$ cat src/hdl/erd_map.svh
// register offsets, field positions and fixed values of the region decoder
`ifndef ERD_MAP_SVH
`define ERD_MAP_SVH
`define ERD_OFS_ADDSEL    8'h00
`define ERD_OFS_BUSCTL    8'h20
`define ERD_OFS_GLBCFG    8'h40
`define ERD_OFS_STATUS    8'h44
`define ERD_REGION_ENABLE         0
`define ERD_ALTERNATE_SEGMENT_VALID         3
`define ERD_MASK_MSB      7
`define ERD_MASK_LSB      4
`define ERD_ALTERNATE_SEGMENT_MSB    11
`define ERD_ALTERNATE_SEGMENT_LSB    8
`define ERD_A_MSB         31
`define ERD_SEG_LSB       28
`define ERD_A_FIX         27
`define ERD_CMP_MSB       26
`define ERD_CMP_LSB       12
`define ERD_CMP_ALL       15'h7fff
`define ERD_DEMUX_MSB     23
`define ERD_ADDSEL_RST    32'h0000_0000
`define ERD_BUSCTL_RST    6'h00
`define ERD_GLBCFG_RST    10'h000
`define ERD_TYPE_MSB      2
`define ERD_WPROT         3
`define ERD_PORT32        4
`define ERD_BIGEND        5
`define ERD_GLBCS_MSB     7
`define ERD_CLKDIV_MSB    9
`define ERD_CLKDIV_LSB    8
`define ERD_TYPE_COUNT    3'h5
`define ERD_SIZE_64       2'h3
`define ERD_ERRCNT_MAX    8'hff
`endif

$ cat src/hdl/erd_pkg.sv
// types shared by the region decoder
package erd_pkg;
    typedef enum logic [2:0] {
        ERD_DEMUX,
        ERD_MUX,
        ERD_BURST_FLASH,
        ERD_SDRAM0,
        ERD_SDRAM1
    } erd_acc_e;
    typedef logic [2:0] erd_idx_t;
endpackage

$ cat src/hdl/erd_decoder.sv
// region decoder of the external bus unit with its register slave
//
// Chosen here: the register offsets and the Avalon-MM interface to the registers.
`timescale 1ns/1ns
`default_nettype none
`include "erd_map.svh"

// Summary of operation
// [RQ1] when idle, take external-segment addresses and compare with all eight regions
// [RQ2] each address select register holds enable, base, mask, alt segment, alt enable
// [RQ3] disabled region gives bus error and keeps its chip select inactive
// [RQ4] base holds A31..A12; segments 8, 10, 13, 14, 15 only
// [RQ5] mask counts compared bits from A26 down, max 15; A31..A27 always match
// [RQ6] A31..A28 compared to base nibble and alt segment; A27 to base always
// [RQ7] alternate segment counts only when its valid bit is set
// [RQ8] region sizes from 4 KBytes up to 128 MBytes
// [RQ9] base bits below the compared range are ignored
// [RQ10] mask N compares A26 down to A(27-N); region 2^(27-N) bytes
// [RQ11] demultiplexed drives A23..A0 only, multiplexed drives all 32 bits
// [RQ12] local bus address in register space is a register access
// [RQ13] single enabled hit starts external access with that region's parameters
// [RQ14] several hits: lowest numbered region wins, 0 highest, 7 lowest
// [RQ15] no enabled hit: error acknowledge and no external access
// [RQ16] software keeps mirrored mappings free of collisions; no check here
// [RQ17] access uses global configuration plus the region's own parameters
// [RQ18] capture n, compare n+1, select n+2, start in n+3
// [RQ19] selected parameters checked against access; invalid gives error
// [RQ20] alt enable active high; emulator region is index 7
module erd_decoder
    import erd_pkg::*;
#(
    parameter logic [19:0] REG_SPACE_BASE = 20'hf8000, // A31..A12 of register page
    parameter int          NREG           = 8          // regions incl. emulator
) (
    input  wire logic        mclk_i,          // system clock
    input  wire logic        reset_i,         // async reset, high
    input  wire logic [7:0]  avs_address_i,   // byte address
    input  wire logic        avs_read_i,      // read request
    input  wire logic        avs_write_i,     // write request
    input  wire logic [31:0] avs_writedata_i, // write data
    input  wire logic [3:0]  avs_byteenable_i,// byte lanes
    output logic      [31:0] avs_readdata_o,  // read data
    output logic             avs_waitrequest_o,// stall
    input  wire logic        req_valid_i,     // bus master request
    input  wire logic [31:0] req_addr_i,      // request address
    input  wire logic        req_write_i,     // request is a write
    input  wire logic [1:0]  req_size_i,      // 8/16/32/64 bit
    input  wire logic        req_local_i,     // from local memory bus
    output logic             req_ready_o,     // decoder idle
    output logic             acc_start_o,     // external access start
    output logic             err_ack_o,       // error acknowledge
    output logic             reg_access_o,    // own register access
    output logic [2:0]       acc_region_o,    // selected region
    output logic [7:0]       acc_cs_o,        // one-hot chip select
    output logic             acc_glb_cs_o,    // global chip select
    output logic [1:0]       acc_clkdiv_o,    // bus clock prescale
    output logic [2:0]       acc_type_o,      // access type
    output logic             acc_port32_o,    // 32-bit port
    output logic             acc_bigend_o,    // big endian
    output logic             acc_write_o,     // write access
    output logic [1:0]       acc_size_o,      // access size
    output logic [31:0]      acc_addr_o       // external address
);

    function automatic logic region_hit(input logic [31:0] sel,
                                        input logic [31:0] a);
        logic [14:0] m;
        logic        base_ok;
        logic        alt_ok;
        logic        low_ok;
        m = ~(`ERD_CMP_ALL >> sel[`ERD_MASK_MSB:`ERD_MASK_LSB]); // see [RQ10]
        // see [RQ5] [RQ6]
        base_ok = a[`ERD_A_MSB:`ERD_A_FIX] == sel[`ERD_A_MSB:`ERD_A_FIX];
        alt_ok  = sel[`ERD_ALTERNATE_SEGMENT_VALID]                                 // see [RQ7]
                && a[`ERD_A_MSB:`ERD_SEG_LSB]
                   == sel[`ERD_ALTERNATE_SEGMENT_MSB:`ERD_ALTERNATE_SEGMENT_LSB]
                && a[`ERD_A_FIX] == sel[`ERD_A_FIX];
        // unmasked low bits ignored: alignment to size, see [RQ9] [RQ8]
        low_ok  = ((a[`ERD_CMP_MSB:`ERD_CMP_LSB]
                  ^ sel[`ERD_CMP_MSB:`ERD_CMP_LSB]) & m) == 15'h0000;
        region_hit = sel[`ERD_REGION_ENABLE] && (base_ok || alt_ok) && low_ok;
    endfunction

    function automatic logic seg_valid(input logic [3:0] s);
        seg_valid = (s == 4'h8) || (s == 4'ha) || (s == 4'hd)
                 || (s == 4'he) || (s == 4'hf);               // see [RQ4]
    endfunction

    function automatic erd_idx_t first_hit(input logic [7:0] h);
        first_hit = 3'h7;
        for (int i = 7; i >= 0; i--) begin
            if (h[i]) begin
                first_hit = erd_idx_t'(i);                     // see [RQ14]
            end
        end
    endfunction

    function automatic logic [31:0] be_merge(input logic [31:0] o,
                                             input logic [31:0] n,
                                             input logic [3:0]  be);
        for (int i = 0; i < 4; i++) begin
            o[i*8 +: 8] = be[i] ? n[i*8 +: 8] : o[i*8 +: 8];
        end
        be_merge = o;
    endfunction

    // register file
    logic [31:0] addsel_ff [NREG];
    logic [5:0]  busctl_ff [NREG];
    logic [9:0]  glbcfg_ff;
    logic [7:0]  errcnt_ff;
    logic [2:0]  last_idx_ff;
    logic        last_err_ff;
    logic        wait_ff;
    logic [31:0] rdata_ff;

    wire         bus_req   = avs_read_i || avs_write_i;
    wire         wr_take   = avs_write_i && !wait_ff;
    wire  [2:0]  bus_ridx  = avs_address_i[4:2];
    wire         sel_addr  = avs_address_i < `ERD_OFS_BUSCTL;
    wire         sel_bctl  = !sel_addr && avs_address_i < `ERD_OFS_GLBCFG;
    wire         sel_glb   = avs_address_i == `ERD_OFS_GLBCFG;
    wire         sel_stat  = avs_address_i == `ERD_OFS_STATUS;
    wire         nxt_wait  = !(bus_req && wait_ff);
    wire  [31:0] wr_merged = be_merge(addsel_ff[bus_ridx], avs_writedata_i,
                                      avs_byteenable_i);
    wire  [31:0] bc_merged = be_merge({26'h0, busctl_ff[bus_ridx]},
                                      avs_writedata_i, avs_byteenable_i);
    wire  [31:0] gc_merged = be_merge({22'h0, glbcfg_ff}, avs_writedata_i,
                                      avs_byteenable_i);
    logic [31:0] nxt_rdata;

    always_comb begin
        nxt_rdata = 32'h0000_0000;
        if (sel_addr) begin
            nxt_rdata = addsel_ff[bus_ridx];                  // see [RQ2]
        end else if (sel_bctl) begin
            nxt_rdata = {26'h0, busctl_ff[bus_ridx]};
        end else if (sel_glb) begin
            nxt_rdata = {22'h0, glbcfg_ff};
        end else if (sel_stat) begin
            nxt_rdata = {20'h0, last_err_ff, last_idx_ff, errcnt_ff};
        end
    end

    // answer comes one cycle after the request is seen; writes land then
    always_ff @(posedge mclk_i or posedge reset_i) begin
        if (reset_i) begin
            wait_ff  <= 1'b1;
            rdata_ff <= 32'h0000_0000;
        end else begin
            wait_ff  <= nxt_wait;
            if (avs_read_i && wait_ff) begin
                rdata_ff <= nxt_rdata;
            end
        end
    end

    always_ff @(posedge mclk_i or posedge reset_i) begin
        if (reset_i) begin
            for (int i = 0; i < NREG; i++) begin
                addsel_ff[i] <= `ERD_ADDSEL_RST;
                busctl_ff[i] <= `ERD_BUSCTL_RST;
            end
            glbcfg_ff <= `ERD_GLBCFG_RST;
        end else if (wr_take) begin
            if (sel_addr) begin
                addsel_ff[bus_ridx] <= wr_merged;
            end
            if (sel_bctl) begin
                busctl_ff[bus_ridx] <= bc_merged[5:0];
            end
            if (sel_glb) begin
                glbcfg_ff <= gc_merged[9:0];
            end
        end
    end

    // stage 1: address captured at end of cycle n
    logic        ready_ff;
    logic        s1_vld_ff;
    logic [31:0] s1_addr_ff;
    logic        s1_wr_ff;
    logic [1:0]  s1_size_ff;
    logic        s1_local_ff;
    wire         accept = req_valid_i && ready_ff;            // see [RQ1]

    always_ff @(posedge mclk_i or posedge reset_i) begin
        if (reset_i) begin
            s1_vld_ff   <= 1'b0;
            s1_addr_ff  <= 32'h0000_0000;
            s1_wr_ff    <= 1'b0;
            s1_size_ff  <= 2'h0;
            s1_local_ff <= 1'b0;
        end else begin
            s1_vld_ff <= accept;                              // see [RQ18]
            if (accept) begin
                s1_addr_ff  <= req_addr_i;
                s1_wr_ff    <= req_write_i;
                s1_size_ff  <= req_size_i;
                s1_local_ff <= req_local_i;
            end
        end
    end

    // stage 2: comparison in cycle n+1, all regions in parallel
    wire  [7:0]  hit;
    for (genvar g = 0; g < 8; g++) begin : g_cmp
        assign hit[g] = region_hit(addsel_ff[g], s1_addr_ff); // see [RQ20]
    end
    wire         seg_ok  = seg_valid(s1_addr_ff[`ERD_A_MSB:`ERD_SEG_LSB]);
    wire         reg_hit = s1_local_ff                        // see [RQ12]
                        && s1_addr_ff[`ERD_A_MSB:`ERD_CMP_LSB] == REG_SPACE_BASE;
    // a disabled region never hits, so it falls to the miss path
    wire         miss    = !seg_ok || hit == 8'h00;           // see [RQ3] [RQ15]

    logic        s2_vld_ff;
    logic        s2_miss_ff;
    logic        s2_reg_ff;
    erd_idx_t    s2_idx_ff;
    logic [31:0] s2_addr_ff;
    logic        s2_wr_ff;
    logic [1:0]  s2_size_ff;

    always_ff @(posedge mclk_i or posedge reset_i) begin
        if (reset_i) begin
            s2_vld_ff  <= 1'b0;
            s2_miss_ff <= 1'b0;
            s2_reg_ff  <= 1'b0;
            s2_idx_ff  <= 3'h0;
            s2_addr_ff <= 32'h0000_0000;
            s2_wr_ff   <= 1'b0;
            s2_size_ff <= 2'h0;
        end else begin
            s2_vld_ff <= s1_vld_ff;
            if (s1_vld_ff) begin
                s2_miss_ff <= miss;
                s2_reg_ff  <= reg_hit;
                s2_idx_ff  <= first_hit(hit);                 // see [RQ13]
                s2_addr_ff <= s1_addr_ff;
                s2_wr_ff   <= s1_wr_ff;
                s2_size_ff <= s1_size_ff;
            end
        end
    end

    // stage 3: parameter selection and check in cycle n+2
    wire  [5:0]  ctl     = busctl_ff[s2_idx_ff];              // see [RQ17]
    wire         bad     = ctl[`ERD_TYPE_MSB:0] >= `ERD_TYPE_COUNT
                        || (s2_wr_ff && ctl[`ERD_WPROT])
                        || (ctl[`ERD_BIGEND] && s2_size_ff == `ERD_SIZE_64);
    wire         go_reg  = s2_vld_ff && s2_reg_ff;
    wire         go_err  = s2_vld_ff && !s2_reg_ff
                        && (s2_miss_ff || bad);               // see [RQ19]
    wire         go_ext  = s2_vld_ff && !s2_reg_ff && !s2_miss_ff && !bad;
    wire         demux   = ctl[`ERD_TYPE_MSB:0] == ERD_DEMUX;
    wire  [31:0] ext_a   = demux                              // see [RQ11]
                        ? {8'h00, s2_addr_ff[`ERD_DEMUX_MSB:0]}
                        : s2_addr_ff;
    wire  [7:0]  cs_vec  = 8'h01 << s2_idx_ff;
    wire  [7:0]  nxt_cnt = (errcnt_ff == `ERD_ERRCNT_MAX)
                        ? errcnt_ff : errcnt_ff + 8'h01;

    always_ff @(posedge mclk_i or posedge reset_i) begin
        if (reset_i) begin
            acc_start_o  <= 1'b0;
            err_ack_o    <= 1'b0;
            reg_access_o <= 1'b0;
            acc_cs_o     <= 8'h00;
        end else begin
            acc_start_o  <= go_ext;                           // see [RQ18]
            err_ack_o    <= go_err;                           // see [RQ15]
            reg_access_o <= go_reg;
            acc_cs_o     <= go_ext ? cs_vec : 8'h00;          // see [RQ3]
        end
    end

    // access parameters held until the next external access start
    always_ff @(posedge mclk_i or posedge reset_i) begin
        if (reset_i) begin
            acc_region_o <= 3'h0;
            acc_glb_cs_o <= 1'b0;
            acc_clkdiv_o <= 2'h0;
            acc_type_o   <= 3'h0;
            acc_port32_o <= 1'b0;
            acc_bigend_o <= 1'b0;
            acc_write_o  <= 1'b0;
            acc_size_o   <= 2'h0;
            acc_addr_o   <= 32'h0000_0000;
        end else if (go_ext) begin
            acc_region_o <= s2_idx_ff;
            acc_glb_cs_o <= glbcfg_ff[s2_idx_ff];             // see [RQ17]
            acc_clkdiv_o <= glbcfg_ff[`ERD_CLKDIV_MSB:`ERD_CLKDIV_LSB];
            acc_type_o   <= ctl[`ERD_TYPE_MSB:0];
            acc_port32_o <= ctl[`ERD_PORT32];
            acc_bigend_o <= ctl[`ERD_BIGEND];
            acc_write_o  <= s2_wr_ff;
            acc_size_o   <= s2_size_ff;
            acc_addr_o   <= ext_a;
        end
    end

    // one request in flight; overlap would need a hazard check on writes
    always_ff @(posedge mclk_i or posedge reset_i) begin
        if (reset_i) begin
            ready_ff    <= 1'b1;
            errcnt_ff   <= 8'h00;
            last_idx_ff <= 3'h0;
            last_err_ff <= 1'b0;
        end else begin
            if (accept) begin
                ready_ff <= 1'b0;
            end else if (s2_vld_ff) begin
                ready_ff <= 1'b1;
            end
            if (go_err) begin
                errcnt_ff <= nxt_cnt;
            end
            if (go_err || go_ext) begin
                last_idx_ff <= s2_idx_ff;
                last_err_ff <= go_err;
            end
        end
    end

    assign avs_readdata_o    = rdata_ff;
    assign avs_waitrequest_o = wait_ff;
    assign req_ready_o       = ready_ff;

endmodule
`default_nettype wire

$ cat config.mk
export PLATFORM = sky130hd
export DESIGN_NAME = erd_decoder
export DESIGN_NICKNAME = d
export VERILOG_FILES = /design/src/hdl/erd_pkg.sv /design/src/hdl/erd_decoder.sv
export VERILOG_INCLUDE_DIRS = /design/src /design/src/hdl
export SDC_FILE = /design/constraint.sdc
export NUM_CORES = 1
export LEC_CHECK = 0
export BUFFER_PORTS_ARGS = -buffer_cell sky130_fd_sc_hd__buf_2
export CORE_ASPECT_RATIO = 1.4
export CORE_MARGIN = 2
export CORE_UTILIZATION = 45
export CTS_CLUSTER_DIAMETER = 100
export CTS_CLUSTER_SIZE = 24
export DETAILED_ROUTE_END_ITERATION = 7
export GPL_TIMING_DRIVEN = 1
export SLEW_MARGIN = 10
export SYNTH_ARGS = -nofsm -noshare
export SYNTH_HDL_FRONTEND = slang
export SYNTH_SLANG_ARGS = --single-unit
$ cat constraint.sdc
create_clock -name mclk_i -period 42 [get_ports mclk_i]
set_input_delay 6.3 -clock mclk_i [delete_from_list [all_inputs] [get_ports mclk_i]]
set_output_delay 6.3 -clock mclk_i [all_outputs]
set_load 0.02 [all_outputs]
==> flow_metrics.env <==
export IMPL_viasPerCell=5.93
export IMPL_leakagePower_nw=11.5
export IMPL_routed_wl_um=76600
export IMPL_vias=18100
export IMPL_start_util_pct=45.5
export IMPL_synth_edf_count=0
export IMPL_netlist_instances=2266
export IMPL_yosysWarnings=0
export IMPL_wl_per_cell_um=25.1
export IMPL_clock_sinks=495
export IMPL_synth_ff_type="dfrtp_1"
export IMPL_firstDrtPassIters=8
export IMPL_rsz0062_at_grt="false"
export IMPL_period_share_pct=20.1
export IMPL_max_freq_ghz=0.118
export IMPL_die_w_um=198
export IMPL_tightest_slew_ns=1.07
export IMPL_dieHeight_um=276
export IMPL_clk_latency_ns=0.59
export IMPL_grt_max_degree=171
export IMPL_htree_levels=1
export IMPL_drtIter0Drc=1432
export IMPL_cp_slowest_cell="nor4_2"
export IMPL_postRouteAntennaNets=0
export IMPL_cts_buffers=24
export IMPL_synth_area_leaders="dfrtp_1 (52%), mux2_2 (6.8%), o21ai_0 (6.5%)"
export IMPL_maxCapViolCount=0
export IMPL_die_area_um2=54600
export IMPL_synth_seq_area_share_pct=52.2
export IMPL_antenna_found_initial=2
export IMPL_ys_top_cells_by_count="dfrtp_1 (493), nand2_1 (353), o21ai_0 (308)"
export IMPL_core_um2=52100
export IMPL_crit_chain="buf_2 > nand2b_1 > or4_1 > nor4_2 > nand3_1 > mux2_2"
export IMPL_grt_overflow_total=0
export IMPL_critPathKind="input port to flop"
export IMPL_cts_buffer_depth=3
export IMPL_power_density_nw_per_um2=49.5
export IMPL_cts_tree="built"
export IMPL_status="complete, no violations"
export IMPL_peakVddDrop_uv=44.1
export IMPL_yosys_area_top_type_share_pct=52.0
export IMPL_io_pin_count=176
export IMPL_track_usage_pct=28.2
export IMPL_gp_congestion=0.942
export IMPL_area_delta_synth_final_pct=8.97
export IMPL_crit_path_end_kind="flop"
export IMPL_final_max_slew_viol_count=0
export IMPL_hpwl_um=52000
export IMPL_postCtsHoldBufs=0
export IMPL_cts_root_buf="clkbuf_16"
export IMPL_rows=99
export IMPL_critical_path_max_stage_delay_ns=0.84
export IMPL_grt_pass1_wl_um=116000
export IMPL_crit_fanout=12
export IMPL_crit_required_ns=42.47
export IMPL_setup_viol=0
export IMPL_ctsResizeCount=0
export IMPL_synth_area_leader_cell="dfrtp_1"
export IMPL_drcViolationCount=0
export IMPL_skew_ns=0.0196
export IMPL_layout_drive_gt1_share_pct=18.5
export IMPL_min_period_ns=8.45
export IMPL_postCtsSetupRepairBufs=0
export IMPL_tns_ns=0
export IMPL_yosys_cell_types_count=72
export IMPL_synth_cell_area_um2=23700
export IMPL_async_flop_share_pct=100
export IMPL_syn_area_per_cell_um2=10.5
export IMPL_clk_pin_slew_worst_paths_ns=0.10
export IMPL_startpoint_type="input port"
export IMPL_hold_violations=0
export IMPL_whs_ns=0.484
export IMPL_slew_headroom_pct=28.0
export IMPL_final_util_pct=49.6
export IMPL_hp_class="flop to flop"
export IMPL_fin_nets=2415
export IMPL_synth_nets=2352
export IMPL_ys_seq_elements=495
export IMPL_yosysMostFrequentCell="dfrtp_1"
export IMPL_grt_pass1_vias=18200
export IMPL_portBuffers=175
export IMPL_crit_arrival_ns=8.93
[cells in the final DEF, fill, tap and decap left out, drive strengths merged, types with 25 or more instances in the layout]
cell type	synthesis	final
clkbuf	140	42
mux2	171	171
a21oi	42	42
xor2	101	101
nand4	45	45
o21ai	309	309
nor2	46	46
buf	28	205
a22oi	162	162
dfrtp	493	493
mux2i	25	25
xnor2	97	97
nand2	355	355
[stage by stage]
step	instance area (µm²)	total power [mW]	setup slack [ns]	std cells
2_1_floorplan	23700	0.876	21.89	2266
3_3_place_gp	25100	1.01	33.05	3010
3_5_place_dp	25100	1.01	32.99	3010
4_1_cts	25900	1.29	33.60	3054
5_1_grt	25900	1.34	33.41	3054
6_report	25900	1.28	33.55	3055
[registers in the layout (all words and copies together), names as in the netlist, 8 cells and up]
signal / count
acc_addr_o: 32
acc_cs_o: 8
addsel_ff: 256
avs_readdata_o: 32
busctl_ff: 48
errcnt_ff: 8
glbcfg_ff: 10
s1_addr_ff: 32
s2_addr_ff: 32
[cells by family after synthesis]
group	Yosys count	share of synthesized area, %
compound gates	626	16.3
mux	210	10.5
fa+ha+maj	6	0.264
buf+inv	184	3.07
simple gates	547	10.3
flops	495	52.2
xor+xnor	198	7.31
[critical path: cells and delay by family]
kind                   cells  cell delay (ns)
buffers and inverters      1             0.19
AND/OR/NAND/NOR            4             2.02
multiplexers               1             0.41
[metal layers]
metal	vias to the layer above	routed length [µm]	GRT usage, %
li1	8187	-	-
met1	9030	30100	35.3
met2	753	38000	49.3
met3	150	5270	3.75
met4	0	3160	11.1
met5	-	0	0
[final cells by class]
type | instances | area, µm²
fillers | 4775 | 26300
diodes | 1 | 2.50
repair buffers | 205 | 1110
inverters | 16 | 67.6
well taps | 707 | 885
flip-flops and latches | 495 | 12400
clock buffers | 42 | 689
multi-input cells | 1587 | 10700
clock inverters | 2 | 37.5
[power breakdown]
part	switching, mW	internal, mW
combinational	0.207	0.153
clock	0.157	0.119
sequential	0.0974	0.548
[final timing paths]
path,start,end,slack [ns],cells after the start
worst max-delay path,avs_address_i[5],glbcfg_ff[5],33.55,6
worst min register to register,last_idx_ff[2],avs_readdata_o[10],0.48,2
min in group asynchronous,reset_i,busctl_ff[4],5.81,2
max in group asynchronous,reset_i,addsel_ff[249],33.80,4
worst max register to register,s2_idx_ff[0],acc_addr_o[20],37.80,9
worst min-delay path,last_idx_ff[2],avs_readdata_o[10],0.48,2
No activity file was read; power rests on OpenSTA's default activity.
